### config.mk
export PLATFORM = sky130hd
export DESIGN_NAME = cpu_pll_regs
export DESIGN_NICKNAME = d
export VERILOG_FILES = /design/src/inc/cpu_pll_pkg.sv /design/src/rtl/cpu_pll_regs.sv /design/src/rtl/pin_sync.sv
export VERILOG_INCLUDE_DIRS = /design/src /design/src/inc
export SDC_FILE = /design/constraint.sdc
export NUM_CORES = 1
export LEC_CHECK = 0
export BUFFER_PORTS_ARGS = -buffer_cell sky130_fd_sc_hd__buf_2
export CORE_UTILIZATION = 35
export CTS_CLUSTER_DIAMETER = 150
export DETAILED_ROUTE_END_ITERATION = 10
export GPL_TIMING_DRIVEN = 1
export REMOVE_ABC_BUFFERS = 1
export SLEW_MARGIN = 15
export SYNTH_ARGS = -nofsm -noshare
export SYNTH_HDL_FRONTEND = slang
export SYNTH_SLANG_ARGS = --single-unit
### constraint.sdc
create_clock -name clk_sys -period 13.7 [get_ports clk_sys]
set_input_delay 3.425 -clock clk_sys [delete_from_list [all_inputs] [get_ports clk_sys]]
set_output_delay 3.425 -clock clk_sys [all_outputs]
set_load 0.03 [all_outputs]
### src/inc/cpu_pll_consts.svh
// Register offsets, field positions, reset values and counts of the processor PLL register bank.
`ifndef CPU_PLL_CONSTS_SVH
`define CPU_PLL_CONSTS_SVH

`define REG_RESERVED_BYTE 8'h09
`define REG_DIV_PROG_ENABLE 8'h0a
`define REG_REF_DIV_FB_HIGH 8'h0b
`define REG_FB_DIV_LOW 8'h0c
`define REG_SPREAD_LOW 8'h0d
`define REG_SPREAD_HIGH 8'h0e

`define RESERVED_BYTE_RST 8'h00
`define DIV_PROG_ENABLE_RST 8'h00
`define UNMAPPED_READ 8'h00

`define DIV_PROG_EN_BIT 7
`define FB_BIT8_POS 7
`define FB_BIT9_POS 6
`define SPREAD_HIGH_RSVD_BIT 7

`define FB_TERM_OFFSET 11'h008
`define REF_TERM_OFFSET 7'h02
`define REF_CLK_KHZ 14'h37ee

`define STRAP_SETTLE_CYCLES 2'h3
`define DEV_ADDR_DEFAULT 7'h5a

`endif

### src/inc/cpu_pll_pkg.sv
// Types shared by the processor PLL register bank.
package cpu_pll_pkg;
  typedef logic [7:0] reg_byte_t;
  typedef enum logic [3:0] {
    ST_IDLE      = 4'h0,
    ST_ADDR      = 4'h1,
    ST_ADDR_ACK  = 4'h3,
    ST_CMD       = 4'h2,
    ST_CMD_ACK   = 4'h6,
    ST_WDATA     = 4'h7,
    ST_WDATA_ACK = 4'h5,
    ST_RDATA     = 4'h4,
    ST_RDATA_ACK = 4'hc
  } smb_state_t;
endpackage

### src/rtl/cpu_pll_regs.sv
// Serial management slave and processor PLL divider and spread register bank.
`timescale 1ns/1ps
`default_nettype none
`include "cpu_pll_consts.svh"

// Notes on behaviour
// RL1 - Byte 10 bit 7 enables programmed dividers for both PLLs; resets to zero.
// RL2 - Byte 11 low six bits are reference divider; byte 12 is feedback low byte.
// RL3 - Byte 11 bit 7 is feedback bit 8, bit 6 is feedback bit 9.
// RL4 - VCO equals 14.318 MHz times feedback term over reference term.
// RL5 - Bytes 11 and 12 steer the processor PLL only, never the auxiliary PLL.
// RL6 - Bytes 13 and 14 hold a 15-bit spread value; byte 14 bit 7 reads zero.
// RL7 - The spread value sets the processor clock spread percentage.
// RL8 - After reset divider fields load from the strap-selected table entry.
// RL9 - Feedback term is field plus eight; reference term is field plus two.
module cpu_pll_regs
  import cpu_pll_pkg::*;
#(
  parameter logic [6:0] DEV_ADDR = `DEV_ADDR_DEFAULT,
  parameter logic [79:0] STRAP_FB_TABLE = {8{10'h0c0}},
  parameter logic [47:0] STRAP_REF_TABLE = {8{6'h0c}},
  parameter logic [14:0] SPREAD_DEFAULT = 15'h0000
) (
  // Clock and reset
  input wire logic clk_sys,
  input wire logic nrst,
  // Serial management pins
  input wire logic scl_pin,
  input wire logic sda_in,
  output logic sda_out,
  output logic sda_oe,
  // Frequency select straps
  input wire logic [2:0] freq_sel_strap,
  // PLL programming controls
  output logic mn_prog_en,
  output logic aux_mn_prog_en,
  output logic [9:0] cpu_fb_div,
  output logic [5:0] cpu_ref_div,
  output logic [10:0] cpu_fb_term,
  output logic [6:0] cpu_ref_term,
  output logic [23:0] cpu_vco_num_khz,
  output logic [14:0] spread_amount
);
  logic [4:0] sync_q;
  logic [2:0] fs_s;
  logic scl_s, sda_s, scl_d_reg, sda_d_reg;
  logic scl_rise, scl_fall, bus_start, bus_stop;
  smb_state_t state_reg;
  logic [3:0] bit_cnt_reg;
  reg_byte_t shift_reg, ptr_reg, rdata;
  logic rw_reg, drive_reg, wr_pulse_reg;
  reg_byte_t wr_addr_reg, wr_data_reg;
  logic [1:0] settle_cnt_reg;
  logic strap_load_reg, strap_done_reg;
  reg_byte_t rsvd_reg, enable_byte_reg;
  logic [9:0] fb_reg, strap_fb_reg, sel_fb;
  logic [5:0] ref_reg, strap_ref_reg, sel_ref;
  logic [14:0] spread_reg;

  // Table lookups indexed by the strap value.
  function automatic logic [9:0] strap_fb(input logic [2:0] sel);
    strap_fb = STRAP_FB_TABLE[sel*10 +: 10];
  endfunction
  function automatic logic [5:0] strap_ref(input logic [2:0] sel);
    strap_ref = STRAP_REF_TABLE[sel*6 +: 6];
  endfunction

  // All pins cross into the system clock through two flops.
  pin_sync #(.W(5)) u_sync (
    .clk_sys(clk_sys),
    .nrst(nrst),
    .d_in({freq_sel_strap, scl_pin, sda_in}),
    .q_out(sync_q)
  );
  assign fs_s = sync_q[4:2];
  assign scl_s = sync_q[1];
  assign sda_s = sync_q[0];

  // Previous samples for edge and condition detection.
  always_ff @(posedge clk_sys) begin
    if (!nrst) begin
      scl_d_reg <= 1'b1;
      sda_d_reg <= 1'b1;
    end else begin
      scl_d_reg <= scl_s;
      sda_d_reg <= sda_s;
    end
  end
  assign scl_rise = scl_s && !scl_d_reg;
  assign scl_fall = !scl_s && scl_d_reg;
  assign bus_start = scl_s && scl_d_reg && sda_d_reg && !sda_s;
  assign bus_stop = scl_s && scl_d_reg && !sda_d_reg && sda_s;

  // Read mux; unmapped offsets answer zero so the host can scan freely.
  always_comb begin
    case (ptr_reg)
      `REG_RESERVED_BYTE: rdata = rsvd_reg;
      `REG_DIV_PROG_ENABLE: rdata = enable_byte_reg;
      // RL3 swapped upper bits
      `REG_REF_DIV_FB_HIGH: rdata = {fb_reg[8], fb_reg[9], ref_reg};
      `REG_FB_DIV_LOW: rdata = fb_reg[7:0];
      `REG_SPREAD_LOW: rdata = spread_reg[7:0];
      // RL6 reserved bit zero
      `REG_SPREAD_HIGH: rdata = {1'b0, spread_reg[14:8]};
      default: rdata = `UNMAPPED_READ;
    endcase
  end

  // Serial protocol engine: address, command pointer, then data with auto-increment.
  // The data line only changes on a falling clock so the host never sees a false stop.
  always_ff @(posedge clk_sys) begin
    if (!nrst) begin
      state_reg <= ST_IDLE;
      bit_cnt_reg <= 4'h0;
      shift_reg <= 8'h00;
      ptr_reg <= 8'h00;
      rw_reg <= 1'b0;
      drive_reg <= 1'b0;
      wr_pulse_reg <= 1'b0;
      wr_addr_reg <= 8'h00;
      wr_data_reg <= 8'h00;
    end else begin
      wr_pulse_reg <= 1'b0;
      if (bus_start) begin
        state_reg <= ST_ADDR;
        bit_cnt_reg <= 4'h0;
        drive_reg <= 1'b0;
      end else if (bus_stop) begin
        state_reg <= ST_IDLE;
        drive_reg <= 1'b0;
      end else begin
        case (state_reg)
          ST_ADDR, ST_CMD, ST_WDATA: begin
            if (scl_rise) begin
              shift_reg <= {shift_reg[6:0], sda_s};
              bit_cnt_reg <= bit_cnt_reg + 4'h1;
            end else if (scl_fall && bit_cnt_reg == 4'h8) begin
              bit_cnt_reg <= 4'h0;
              if (state_reg == ST_ADDR) begin
                if (shift_reg[7:1] == DEV_ADDR) begin
                  rw_reg <= shift_reg[0];
                  drive_reg <= 1'b1;
                  state_reg <= ST_ADDR_ACK;
                end else begin
                  state_reg <= ST_IDLE;
                end
              end else if (state_reg == ST_CMD) begin
                ptr_reg <= shift_reg;
                drive_reg <= 1'b1;
                state_reg <= ST_CMD_ACK;
              end else begin
                wr_pulse_reg <= 1'b1;
                wr_addr_reg <= ptr_reg;
                wr_data_reg <= shift_reg;
                drive_reg <= 1'b1;
                state_reg <= ST_WDATA_ACK;
              end
            end
          end
          ST_ADDR_ACK: begin
            if (scl_fall) begin
              if (rw_reg) begin
                shift_reg <= rdata;
                drive_reg <= !rdata[7];
                state_reg <= ST_RDATA;
              end else begin
                drive_reg <= 1'b0;
                state_reg <= ST_CMD;
              end
            end
          end
          ST_CMD_ACK, ST_WDATA_ACK: begin
            if (scl_fall) begin
              drive_reg <= 1'b0;
              if (state_reg == ST_WDATA_ACK) begin
                ptr_reg <= ptr_reg + 8'h01;
              end
              state_reg <= ST_WDATA;
            end
          end
          ST_RDATA: begin
            if (scl_rise) begin
              bit_cnt_reg <= bit_cnt_reg + 4'h1;
            end else if (scl_fall) begin
              if (bit_cnt_reg == 4'h8) begin
                drive_reg <= 1'b0;
                ptr_reg <= ptr_reg + 8'h01;
                state_reg <= ST_RDATA_ACK;
              end else begin
                shift_reg <= {shift_reg[6:0], 1'b0};
                drive_reg <= !shift_reg[6];
              end
            end
          end
          ST_RDATA_ACK: begin
            if (scl_rise) begin
              rw_reg <= !sda_s; // Host acknowledge means keep reading.
            end else if (scl_fall) begin
              bit_cnt_reg <= 4'h0;
              if (rw_reg) begin
                shift_reg <= rdata;
                drive_reg <= !rdata[7];
                state_reg <= ST_RDATA;
              end else begin
                state_reg <= ST_IDLE;
              end
            end
          end
          ST_IDLE: drive_reg <= 1'b0;
          default: begin
            drive_reg <= 1'b0;
            state_reg <= ST_IDLE;
          end
        endcase
      end
    end
  end
  assign sda_out = 1'b0;
  assign sda_oe = drive_reg;

  // RL8 strap settle then load
  always_ff @(posedge clk_sys) begin
    if (!nrst) begin
      settle_cnt_reg <= 2'h0;
      strap_load_reg <= 1'b0;
      strap_done_reg <= 1'b0;
    end else begin
      strap_load_reg <= 1'b0;
      if (!strap_done_reg) begin
        if (settle_cnt_reg == `STRAP_SETTLE_CYCLES) begin
          strap_load_reg <= 1'b1;
          strap_done_reg <= 1'b1;
        end else begin
          settle_cnt_reg <= settle_cnt_reg + 2'h1;
        end
      end
    end
  end

  // RL1 enable byte storage
  always_ff @(posedge clk_sys) begin
    if (!nrst) begin
      rsvd_reg <= `RESERVED_BYTE_RST;
      enable_byte_reg <= `DIV_PROG_ENABLE_RST;
    end else if (wr_pulse_reg) begin
      if (wr_addr_reg == `REG_RESERVED_BYTE) begin
        rsvd_reg <= wr_data_reg;
      end
      if (wr_addr_reg == `REG_DIV_PROG_ENABLE) begin
        enable_byte_reg <= wr_data_reg;
      end
    end
  end
  assign mn_prog_en = enable_byte_reg[`DIV_PROG_EN_BIT];
  assign aux_mn_prog_en = enable_byte_reg[`DIV_PROG_EN_BIT];

  // RL2 divider fields; the strap load only happens long before any host write.
  always_ff @(posedge clk_sys) begin
    if (!nrst) begin
      fb_reg <= 10'h000;
      ref_reg <= 6'h00;
      strap_fb_reg <= 10'h000;
      strap_ref_reg <= 6'h00;
    end else if (strap_load_reg) begin
      // RL8 strap table entry
      fb_reg <= strap_fb(fs_s);
      ref_reg <= strap_ref(fs_s);
      strap_fb_reg <= strap_fb(fs_s);
      strap_ref_reg <= strap_ref(fs_s);
    end else if (wr_pulse_reg) begin
      if (wr_addr_reg == `REG_REF_DIV_FB_HIGH) begin
        ref_reg <= wr_data_reg[5:0];
        // RL3 swapped bit order
        fb_reg[8] <= wr_data_reg[`FB_BIT8_POS];
        fb_reg[9] <= wr_data_reg[`FB_BIT9_POS];
      end
      if (wr_addr_reg == `REG_FB_DIV_LOW) begin
        fb_reg[7:0] <= wr_data_reg;
      end
    end
  end
  assign cpu_fb_div = fb_reg;
  assign cpu_ref_div = ref_reg;

  // RL6 spread value storage
  always_ff @(posedge clk_sys) begin
    if (!nrst) begin
      spread_reg <= 15'h0000;
    end else if (strap_load_reg) begin
      spread_reg <= SPREAD_DEFAULT;
    end else if (wr_pulse_reg) begin
      if (wr_addr_reg == `REG_SPREAD_LOW) begin
        spread_reg[7:0] <= wr_data_reg;
      end
      if (wr_addr_reg == `REG_SPREAD_HIGH) begin
        spread_reg[14:8] <= wr_data_reg[6:0];
      end
    end
  end
  // RL7 spread to processor outputs
  assign spread_amount = spread_reg;

  // RL5 processor PLL only; the auxiliary PLL sees just the enable.
  assign sel_fb = mn_prog_en ? fb_reg : strap_fb_reg;
  assign sel_ref = mn_prog_en ? ref_reg : strap_ref_reg;

  // RL9 term offsets, registered to keep the PLL inputs glitch free
  always_ff @(posedge clk_sys) begin
    if (!nrst) begin
      cpu_fb_term <= `FB_TERM_OFFSET;
      cpu_ref_term <= `REF_TERM_OFFSET;
    end else begin
      cpu_fb_term <= {1'b0, sel_fb} + `FB_TERM_OFFSET;
      cpu_ref_term <= {1'b0, sel_ref} + `REF_TERM_OFFSET;
    end
  end

  // RL4 VCO numerator in kHz; the PLL divides it by the reference term.
  always_ff @(posedge clk_sys) begin
    if (!nrst) begin
      cpu_vco_num_khz <= 24'h000000;
    end else begin
      cpu_vco_num_khz <= 24'(cpu_fb_term * `REF_CLK_KHZ);
    end
  end
endmodule
`default_nettype wire

### src/rtl/pin_sync.sv
// Two-stage synchroniser for asynchronous pin inputs.
`timescale 1ns/1ps
`default_nettype none
module pin_sync #(
  parameter int W = 1
) (
  // Clock and reset
  input wire logic clk_sys,
  input wire logic nrst,
  // Pins and synchronised copies
  input wire logic [W-1:0] d_in,
  output logic [W-1:0] q_out
);
  logic [W-1:0] meta_reg;

  // The first stage feeds only the second stage.
  always_ff @(posedge clk_sys) begin
    if (!nrst) begin
      meta_reg <= '0;
      q_out <= '0;
    end else begin
      meta_reg <= d_in;
      q_out <= meta_reg;
    end
  end
endmodule
`default_nettype wire

# After elaboration in Yosys (flattened, before gate mapping)
# Index checks and enable logic that the tools add are counted.
dict set report totals {
  wordCells 223
  ff_bits 164
  out_inout_bits 77
  inputBits 7
}
dict set report classes {
  bitwise_logic 11
  eq_ne 54
  addsub 5
  mux 74
  mul 3
  shifts 2
  n_reduce_logical 44
}
# op n
set ops {}
lappend ops {{2-to-1 mux 8 bit} 17}
lappend ops {{== test 8 x 4 -> 1 bit, second input constant} 12}
lappend ops {{indexed part select 80 x 8 -> 10 bit, first input constant} 1}
lappend ops {{2-to-1 mux 4 bit} 15}
lappend ops {{case mux 8 bit (6 select lines)} 1}
lappend ops {{indexed part select 48 x 7 -> 6 bit, first input constant} 1}
lappend ops {{!= test 2 bit, second input constant} 19}
lappend ops {{!= test 4 bit, second input constant} 9}
lappend ops {{case mux 8 bit (4 select lines)} 1}
lappend ops {{2-to-1 mux 10 bit} 3}
lappend ops {{AND reduction 10 bit} 3}
lappend ops {{2-to-1 mux 6 bit} 4}
lappend ops {{case mux 4 bit (6 select lines)} 1}
lappend ops {{case mux 8 bit (3 select lines)} 1}
lappend ops {{multiplier 11 x 13 -> 23 bit, second input constant} 1}
lappend ops {{2-to-1 mux 1 bit} 23}
lappend ops {{== test 4 x 3 -> 1 bit, second input constant} 4}
lappend ops {{AND reduction 8 bit} 2}
lappend ops {{AND reduction 2 bit} 7}
lappend ops {{case mux 4 bit (3 select lines)} 1}
lappend ops {{AND reduction 12 bit} 1}
lappend ops {{adder 10 x 4 -> 11 bit, second input constant} 1}
lappend ops {{NOT 1 bit} 11}
lappend ops {{!= test 3 bit, second input constant} 3}
lappend ops {{other kinds (26)} 51}

# Depth between registers and ports, before layout
# Gate-level depths: netlist of run 1.
dict set report logic_depth {
  word_depth 8
  mapped_depth 17
  depth_no_buf 16
}

# Modules after synthesis
# From an unflattened synthesis of run 1, not the netlist that was laid out.
dict set report hier_totals {
  hier_cells 1057
  hier_area_um2 9576.7
}
# mod seq_area_each_um2 n_inst cells_each area_each_um2
set by_module_without_submodules {}
lappend by_module_without_submodules {cpu_pll_regs 2762.6 1 1037 9313.9}
lappend by_module_without_submodules {pin_sync 200.2 1 20 262.8}

# Least setup slack after synthesis of run 1
# No wires, ideal clock.
dict set report synth_path {
  path_type {register to register}
  start {reg cpu_fb_term[8]}
  end {reg cpu_vco_num_khz[18]}
  t_arrival_ps 4949
  path_buffers 0
  setup_time_ps 72
  synth_period_minus_slack_ps 5021
  path_slack_ps 8679
  required_ps 13628
  path_stages_with_launch 17
  path_cell_list {dfxtp_1 > fa_1 > inv_1 > fa_1 > inv_1 > fa_1 > fa_1 > inv_1 > fa_1 > inv_1 > ha_1 > o21a_1 > o211ai_1 > a31oi_1 > or2_2 > a311oi_1 > mux2i_1}
}
dict set report synth_between {
  elab_chain_len 1
}
# element line
set synth_rtl {}
lappend synth_rtl {{start: declaration} cpu_pll_regs.sv:39} ;# output logic [10:0] cpu_fb_term,
lappend synth_rtl {{start signal: assignment} cpu_pll_regs.sv:310} ;# cpu_fb_term <= `FB_TERM_OFFSET;
lappend synth_rtl {{start signal: assignment} cpu_pll_regs.sv:313} ;# cpu_fb_term <= {1'b0, sel_fb} + `FB_TERM_OFFSET;
lappend synth_rtl {{multiplier 11 x 13 -> 23 bit (no line)} --}
lappend synth_rtl {{end signal: assignment} cpu_pll_regs.sv:323} ;# cpu_vco_num_khz <= 24'(cpu_fb_term * `REF_CLK_KHZ);
lappend synth_rtl {{end: declaration} cpu_pll_regs.sv:41} ;# output logic [23:0] cpu_vco_num_khz,
# Every way passes these cells.
# A chain may end at the register's enable or synchronous reset.

# Worst setup path in the final report of run 1
dict set report layout_path {
  start {reg cpu_fb_term[4]}
  end {reg cpu_vco_num_khz[23]}
}
# The elaborated chain is that of the path after synthesis.

==> results.json, run 1 <==
{
  "synthArstFlopShare": 0,
  "grt_pass1_wl_um": 40300,
  "placed_cell_area_um2": 10100,
  "firstDrtPassIters": 6,
  "worstSkewPairLatency_ps": 430,
  "route.detailed.drc": 0,
  "io_pins": 84,
  "netlist_area_um2": 9530,
  "gp_congestion": 0.912,
  "criticalPathCategory": "register to register",
  "die-area_um2": 27900,
  "dieHeight_um": 167,
  "grt_max_degree": 66,
  "place_inst": 1436,
  "area_delta_synth_final_pct": 12.6,
  "whs_path_depth": 1,
  "reg2reg_depth": 15,
  "die_x_um": 167,
  "seq_area_um2": 2840,
  "drive_gt1_frac": 0.119,
  "grt-ovfl-total": 0,
  "clk_pin_slew_ps": 70,
  "tightest_slew_ps": 1040,
  "antenna_found_initial": 0,
  "final_cell_area_um2": 10700,
  "layout_min_cycle_time_ps": 5510,
  "multi_input_area_um2": 5960,
  "nets": 1258,
  "critical_path.startpoint_type": "register",
  "wl_um": 24800,
  "nFillCells": 2687,
  "slew_headroom": 0.306,
  "cts.htree.levels": 4,
  "p_leak_nw": 4.81,
  "core_um2": 26800,
  "yosysUniqueCellTypes": 82,
  "ys_warn_count": 0,
  "avgSynthCellArea_um2": 8.94,
  "antenna_cells": 0,
  "port_buffers": 78,
  "tritoncts": "done",
  "wl_per_cell_um": 16.9,
  "fp-row-count": 60,
  "ir_drop_v": 0.0000664,
  "grt_pass1_vias": 7414,
  "hold_path_class": "register to register",
  "most-common-layout-cells": "142 x dfxtp_1, 130 x inv_1, 89 x nor2_1",
  "viasPerCell": 5.22,
  "start_util": 0.356,
  "vias": 7658,
  "largest_reg_flops": 23,
  "finalSetupTns_ps": 0,
  "cp.required_ps": 14070,
  "ys_ff_latch": 142,
  "cts.sinks": 142,
  "largest-register": "cpu_vco_num_khz",
  "cts_buffer_depth": 2,
  "ant_nets": 0,
  "min_period_over_period": 0.402,
  "postSynthCellCount": 1066,
  "finalSetupViolCount": 0,
  "final_common_cell": "dfxtp_1",
  "post_cts_buffers": 0,
  "synth_flop_cell": "dfxtp_1",
  "ctsHoldBuffers": 0,
  "max_freq_mhz": 181,
  "dpl.hpwl_um": 18400,
  "outcome": "complete, no violations",
  "rsz0062_at_grt": "false",
  "worstSetupEndpointType": "register",
  "cts_root_buffer": "clkbuf_16",
  "final-instance-count-excl-fill": 1468,
  "grtUsageTotal": 0.184,
  "cts_buffers": 17,
  "p_per_area_nw_per_um2": 99.7,
  "crit_fanout": 6,
  "ys_seq_area_frac": 0.298,
  "final.setup_skew_ps": 9.61,
  "hold_violations": 0,
  "slew_viol_final": 0,
  "drt_iter0_drc": 376,
  "cts_resized": 0,
  "synth_edf_count": 0,
  "max_cap_viol_count": 0,
  "worstPathArrival_ps": 5880
}
-- cell families (layout without fill, tap and decap cells) --
kind of cell,Yosys count,after routing,synth area share
and+or+nand+nor,319,319,0.164
AOI/OAI and AO/OA,202,202,0.148
buffers and inverters,185,245,0.0780
DFF,142,142,0.298
adders and majority gates,138,138,0.231
muxes,54,54,0.0568
xor gates and xnor gates,25,25,0.0230
other,1,2,0.000393
-- power breakdown --
part | switching (mW) | total [mW] | internal [mW]
Clock | 0.192 | 0.479 | 0.287
Sequential | 0.00911 | 0.436 | 0.427
Combinational | 0.0988 | 0.154 | 0.0552
-- worst max-delay path: stages (launching register included) --
cell and delay, ps:
dfxtp_1 540, fa_1 520, inv_1 200, fa_1 460
fa_1 500, inv_1 60, fa_1 520, inv_1 70
fa_1 540, inv_1 50, ha_1 370, a211o_1 360
o21ai_0 490, a21oi_1 180, or4b_1 520, nand2_1 80
-- layout make-up --
| type | instances | share of cell area |
|---|---|---|
| clock buffer | 19 | 0.0403 |
| inverter | 132 | 0.0462 |
| tap | 341 | 0.0398 |
| sequential | 142 | 0.265 |
| clock inverter | 13 | 0.0154 |
| timing repair buffer | 81 | 0.0385 |
| multi-input combinational | 740 | 0.555 |
-- metal layers --
metal	vias to the layer above	GRT usage	wire length [um]
met5	-	0	0
met4	0	0.0479	269
met3	22	0.0314	1030
met2	187	0.329	12700
met1	3722	0.228	10800
li1	3727	-	-
-- synth_stat cells (3+ instances only) --
library cell	number	area share
a22oi_1	8	0.0063
nand3_1	36	0.019
xnor2_1	14	0.013
a222oi_1	6	0.0063
nor2_1	89	0.035
o21ai_0	30	0.016
or2_2	3	0.0020
and3_1	12	0.0079
nor2b_1	15	0.0098
clkbuf_1	37	0.015
nand3b_1	3	0.0024
dfxtp_1	142	0.30
buf_4	5	0.0039
a221oi_1	3	0.0028
buf_6	3	0.0035
mux2i_1	53	0.056
nand2b_1	12	0.0079
a31oi_1	19	0.012
nor4_1	3	0.0020
inv_1	130	0.051
o31ai_1	7	0.0055
and2_1	15	0.0098
ha_1	73	0.096
nand4_1	10	0.0066
a211oi_1	15	0.012
o211ai_1	9	0.0071
nand2_1	87	0.034
fa_1	64	0.13
nor3_1	14	0.0074
a21o_1	8	0.0063
buf_2	6	0.0032
xor2_1	11	0.010
o32ai_1	3	0.0028
a211o_1	3	0.0028
o21bai_1	3	0.0024
a21oi_1	55	0.029
-- through the flow --
step / util / total power [mW] / hold WS, ps / worst slack [ps]
after floorplan: - / 0.556 / 406 / 8280
after global placement: 0.378 / 0.596 / 418 / 8180
after detailed placement: 0.378 / 0.599 / 423 / 8130
after CTS: 0.400 / 1.08 / 440 / 8120
after global routing: 0.400 / 1.11 / 453 / 8010
final: 0.400 / 1.07 / 439 / 8190
-- worst paths after layout --
path,from,endpoint,slack (ps)
setup / recovery,cpu_fb_term[4],cpu_vco_num_khz[23],8190
hold / removal,u_sync.meta_reg[1],u_sync.q_out[1],440
setup reg to reg,cpu_fb_term[4],cpu_vco_num_khz[23],8190
hold reg to reg,u_sync.meta_reg[1],u_sync.q_out[1],440
Power figures use the tool's default switching activity.
==> run 2, diff against run 1 <==
==> constraint.sdc (replaced) <==
create_clock -name clk_sys -period 4.75 [get_ports clk_sys]
set_input_delay 1.1875 -clock clk_sys [delete_from_list [all_inputs] [get_ports clk_sys]]
set_output_delay 1.1875 -clock clk_sys [all_outputs]
set_load 0.03 [all_outputs]
==> results.json, run 2 (synthesized netlist as in run 1, its figures left out) <==
{
  "vias": 7851,
  "nFillCells": 2649,
  "final.setup_skew_ps": 12.0,
  "finalSetupViolCount": 6,
  "outcome": "finished with violations",
  "cts.htree.levels": 4,
  "dieHeight_um": 167,
  "firstDrtPassIters": 6,
  "power.total_mw": 3.11,
  "violations": "setup timing",
  "final.setup.worst_slack_ps": -68.3,
  "grtUsageTotal": 0.190,
  "ant_nets": 0,
  "ir_drop_v": 0.000184,
  "rsz0062_at_grt": "true",
  "final_util": 0.428,
  "clk_pin_slew_ps": 60,
  "final_common_cell": "dfxtp_1",
  "whs_path_depth": 1,
  "die-area_um2": 27900,
  "largest-register": "cpu_vco_num_khz",
  "tightest_slew_ps": 1100,
  "antenna_cells": 0,
  "worstSetupEndpointType": "register",
  "layout_min_cycle_time_ps": 4820,
  "cts_buffers": 17,
  "criticalPathCategory": "register to register",
  "regToRegEndpoint": "cpu_vco_num_khz[23]",
  "area_delta_synth_final_pct": 20.3,
  "dpl.hpwl_um": 19300,
  "place_inst": 1500,
  "p_per_area_nw_per_um2": 271,
  "critPathLaunch": "cpu_fb_term[4]",
  "r2r-start": "cpu_fb_term[4]",
  "viasPerCell": 5.10,
  "port_buffers": 78,
  "hold_path_class": "register to register",
  "slew_viol_final": 0,
  "pre_cts_ws_ps": -345,
  "antenna_found_initial": 0,
  "route.detailed.drc": 0,
  "crit_end": "cpu_vco_num_khz[23]",
  "max_cap_viol_count": 0,
  "start_util": 0.356,
  "cp.required_ps": 5120,
  "r2r_slack_ps": -70,
  "min_period_over_period": 1.01,
  "grt_pass1_vias": 7762,
  "reg2reg_depth": 17,
  "p_leak_nw": 5.17,
  "fin_hold_ws_ps": 433,
  "finalSetupTns_ps": -247,
  "worstPathArrival_ps": 5190,
  "largest_reg_flops": 23,
  "tritoncts": "done",
  "final_cell_area_um2": 11500,
  "drt_iter0_drc": 423,
  "wl_per_cell_um": 16.6,
  "most-common-layout-cells": "138 x dfxtp_1, 121 x inv_1, 89 x nor2_1",
  "hold_violations": 0,
  "placed_cell_area_um2": 10600,
  "nets": 1328,
  "drive_gt1_frac": 0.204,
  "slew_headroom": 0.262,
  "fp-row-count": 60,
  "grt_max_degree": 35,
  "grt-ovfl-total": 0,
  "final-instance-count-excl-fill": 1538,
  "critical_path.startpoint_type": "register",
  "max_freq_mhz": 208,
  "grt_pass1_wl_um": 41500,
  "core_um2": 26800,
  "cts_buffer_depth": 2,
  "wl_um": 25600,
  "cts_root_buffer": "clkbuf_16",
  "io_pins": 84,
  "worstSkewPairLatency_ps": 430,
  "crit_fanout": 3,
  "cts.sinks": 142,
  "gp_congestion": 0.915,
  "die_x_um": 167
}
==> run 2: report_power, final <==
part / total (mW) / leakage [nW] / switching (mW) / internal (mW)
clock network: 1.25 / 0.269 / 0.544 / 0.710
registers: 1.26 / 1.15 / 0.0264 / 1.23
logic: 0.595 / 3.75 / 0.336 / 0.259
total: 3.11 / 5.17 / 0.907 / 2.20
==> run 2: what timing repair did <==
item                       in CTS  in global routing
hold buffers                    0                  0
buffers inserted                2                  4
setup endpoints to repair      11                 12
pin swaps                      39                 41
resized for setup              32                 25
cloned                          0                  0
==> run 2: how the worst min path moves through the flow <==
stage,startpoint,end,slack (ps)
2_1_floorplan,strap_done_reg,strap_load_reg,410
3_3_place_gp,u_sync.meta_reg[0],u_sync.q_out[0],420
3_5_place_dp,u_sync.meta_reg[1],u_sync.q_out[1],420
4_1_cts,u_sync.meta_reg[1],u_sync.q_out[1],440
5_1_grt,u_sync.meta_reg[1],u_sync.q_out[1],450
6_report,u_sync.meta_reg[1],u_sync.q_out[1],430
==> run 2: cell type report <==
type                            count  area, um^2  area share
Inverter                          132         495      0.0432
Multi-Input combinational cell    740        6180       0.539
Clock inverter                     12        86.3     0.00753
Timing Repair Buffer              151         968      0.0844
Sequential cell                   142        2850       0.248
Clock buffer                       20         467      0.0407
Tap cell                          341         427      0.0372
==> run 2: critical path, cell delays in order, from the launching register on <==
cell     delay, ps
dfxtp_2        330
fa_1           590
inv_2           80
buf_6          120
fa_1           490
inv_1           50
fa_1           480
fa_1           570
inv_2           40
fa_1           510
inv_2           40
ha_4           210
a21o_1         230
a31oi_4        220
and2_4         180
a21oi_4         50
or4b_1         490
nand2_1         70
==> run 2: per-layer routing <==
layer	global-route usage	vias up	share of wire
met5	0	-	0
met4	0.0507	0	0.016
met3	0.0366	29	0.046
met2	0.340	168	0.51
met1	0.232	3783	0.43
li1	-	3871	-
==> run 3, diff against run 2 <==
--- a/config.mk
+++ b/config.mk
@@ -6,6 +6,7 @@
 export SDC_FILE = /design/constraint.sdc
 export NUM_CORES = 1
 export LEC_CHECK = 0
+export ABC_AREA = 1
 export BUFFER_PORTS_ARGS = -buffer_cell sky130_fd_sc_hd__buf_2
 export CORE_UTILIZATION = 35
 export CTS_CLUSTER_DIAMETER = 150
==> results.json, run 3 <==
{
  "min_period_over_period": 0.956,
  "whs_path_depth": 2,
  "hold_start": "u_sync.meta_reg[0]",
  "cts_root_buffer": "clkbuf_16",
  "postSynthCellCount": 1312,
  "cts.sinks": 142,
  "worstSetupEndpointType": "register",
  "ctsHoldBuffers": 0,
  "power_frac_seq": 0.331,
  "start_util": 0.358,
  "reg2reg_depth": 16,
  "finalSetupTns_ps": 0,
  "viasPerCell": 4.82,
  "grt_max_degree": 86,
  "hold_violations": 0,
  "grt_pass1_wl_um": 42600,
  "p_sw_mw": 1.84,
  "layout_min_cycle_time_ps": 4540,
  "synth_fa_ha_area_frac": 0.226,
  "synth_flop_cell": "dfxtp_1",
  "finalSetupViolCount": 0,
  "nets": 1552,
  "final-instance-count-excl-fill": 1793,
  "yosys.area_share.xor_xnor": 0.00541,
  "most-common-layout-cells": "258 x nand2_1, 221 x inv_1, 141 x dfxtp_1",
  "max_cap_viol_count": 0,
  "place_inst": 1757,
  "largest-register": "cpu_vco_num_khz",
  "grt_pass1_vias": 8293,
  "gp_congestion": 0.884,
  "crit_fanout": 4,
  "p_leak_nw": 5.57,
  "synth_largest_area_cell": "dfxtp_1",
  "synth_edf_count": 0,
  "final_common_cell": "nand2_1",
  "hold_path_class": "register to register",
  "avgSynthCellArea_um2": 7.40,
  "wl_per_cell_um": 14.5,
  "slew_viol_final": 0,
  "tritoncts": "done",
  "antenna_found_initial": 0,
  "cts_buffers": 17,
  "yosysUniqueCellTypes": 45,
  "synthTopCellsByArea": "dfxtp_1 29%, fa_1 13%, nand2_1 10%",
  "dpl.hpwl_um": 19900,
  "outcome": "complete, no violations",
  "ir_drop_v": 0.000318,
  "cpMostUsedCell": "fa_1",
  "slew_headroom": 0.386,
  "antenna_cells": 0,
  "area_delta_synth_final_pct": 16.9,
  "r2r-start": "cpu_fb_term[5]",
  "cp_top_family": "adder cells",
  "max_freq_mhz": 220,
  "power.internal_mw": 2.54,
  "dieHeight_um": 169,
  "core_um2": 27100,
  "r2r_slack_ps": 210,
  "route.detailed.drc": 0,
  "final_cell_area_um2": 11300,
  "max_stage_delay_ps": 620,
  "cp_num_buf_inv": 5,
  "cp_slowest_cell": "fa_2",
  "regToRegEndpoint": "cpu_vco_num_khz[14]",
  "combPwrFrac": 0.359,
  "synth_mux_area_frac": 0,
  "ys_ff_latch": 142,
  "whs_endpoint": "u_sync.q_out[0]",
  "critical_path.startpoint_type": "register",
  "largest_reg_flops": 23,
  "yosys.area_share.simple": 0.252,
  "worstPathCellList": "fa_2 > inv_2 > fa_1 > inv_1 > fa_1 > fa_1 > inv_1 > fa_1 > inv_1 > ha_4 > a21oi_1 > nand2_1 > nand3b_1 > buf_4 > o21ai_0 > a21oi_1",
  "p_per_area_nw_per_um2": 385,
  "synth_compound_area_frac": 0.119,
  "placed_cell_area_um2": 10600,
  "p_sw_frac": 0.420,
  "die-area_um2": 28400,
  "ant_nets": 0,
  "grt-ovfl-total": 0,
  "ys_seq_area_frac": 0.293,
  "fp-row-count": 60,
  "wl_um": 26000,
  "synth_top_area_frac": 0.293,
  "final.setup_skew_ps": 17.3,
  "grtUsageTotal": 0.190,
  "port_buffers": 78,
  "clk_pin_slew_ps": 70,
  "cp.required_ps": 5080,
  "worstSkewPairLatency_ps": 440,
  "io_pins": 84,
  "synth_most_common_cell": "nand2_1",
  "drive_gt1_frac": 0.147,
  "synth_top_family_by_area": "simple AND/OR/NAND/NOR gates",
  "worstPathArrival_ps": 4870,
  "cts_buffer_depth": 2,
  "die_x_um": 169,
  "tightest_slew_ps": 921,
  "drt_iter0_drc": 458,
  "cts.htree.levels": 4,
  "vias": 8645,
  "ys_top_cells_by_count": "259 x nand2_1, 225 x inv_1, 142 x dfxtp_1",
  "firstDrtPassIters": 5,
  "netlist_area_um2": 9710,
  "p_clk_frac": 0.309,
  "criticalPathCategory": "register to register",
  "ys_warn_count": 0,
  "synthArstFlopShare": 0
}
-- run 3: cell count changes after synthesis, moves of 14 or more --
| cell | change |
|---|---|
| nor2_1 | +46 |
| o21ai_0 | +30 |
| inv_1 | +95 |
| mux2i_1 | -53 |
| and2_1 | -14 |
| o21ai_1 | +16 |
| nand2_1 | +172 |
| nor2b_1 | -14 |
| nand3_1 | +48 |
| a31oi_1 | -18 |
| clkbuf_1 | -23 |
| a21oi_1 | +55 |
-- run 3: timing repair --
item	4_1_cts	5_1_grt
resized for setup	0	32
setup endpoints to repair	0	12
setup buffers	0	4
-- run 3: per-layer routing --
metal | vias to the layer above | part of all wire | track usage
met5 | - | 0 | 0
met4 | 0 | 0.0099 | 0.0407
met3 | 24 | 0.048 | 0.0292
met2 | 200 | 0.48 | 0.328
met1 | 4058 | 0.46 | 0.250
li1 | 4363 | - | -
-- run 3: worst max path at each step --
stage,depth (start not counted),end,slack (ps),startpoint
after global placement,16,cpu_vco_num_khz[19],60,cpu_fb_term[2]
after global routing,18,cpu_vco_num_khz[23],-30,cpu_fb_term[10]
final,16,cpu_vco_num_khz[14],210,cpu_fb_term[5]
after CTS,18,cpu_vco_num_khz[23],9,cpu_fb_term[8]
after detailed placement,18,cpu_vco_num_khz[23],10,cpu_fb_term[8]
after floorplan,19,cpu_vco_num_khz[21],170,cpu_fb_term[8]
-- run 3: final cells by class --
class                           count  area [um^2]
Clock buffer                       17          425
Clock inverter                     15          165
Fill cell                        2828        15800
Inverter                          237          890
Multi-Input combinational cell    906         5970
Sequential cell                   142         2840
Tap cell                          372          465
Timing Repair Buffer              104          586
-- run 3: logic make-up after synthesis --
| group | count (synthesis) |
|---|---|
| AND/OR/NAND/NOR | 545 |
| XOR/XNOR | 6 |
| buffers and inverters | 265 |
| AO/OA/AOI/OAI | 216 |
| flip-flops | 142 |
| adder cells (fa/ha/maj) | 137 |
| other | 1 |
-- run 3: power by group through the flow --
stage,clock (mW),combinational (mW),sequential (mW)
finish,1.35,1.57,1.45
global route,1.43,1.77,1.46
CTS,1.38,1.53,1.45
detailed placement,0,1.52,1.47
global placement,0,1.50,1.47
floorplan,0,1.13,1.50
-- run 3: worst min-delay path: cells and delay by family, from the launching register on --
family        cells  cell delay [ps]
flops             1              320
buf+inv           1               40
simple gates      1               50
-- run 3: stage by stage --
step	hold slack [ps]	util	total power [mW]	worst slack [ps]
floorplan	390	-	2.62	171
global placement	405	0.391	2.97	59.7
detailed placement	419	0.391	2.99	11.3
CTS	440	0.413	4.35	8.58
global route	456	0.419	4.67	-33.4
finish	432	0.419	4.37	209
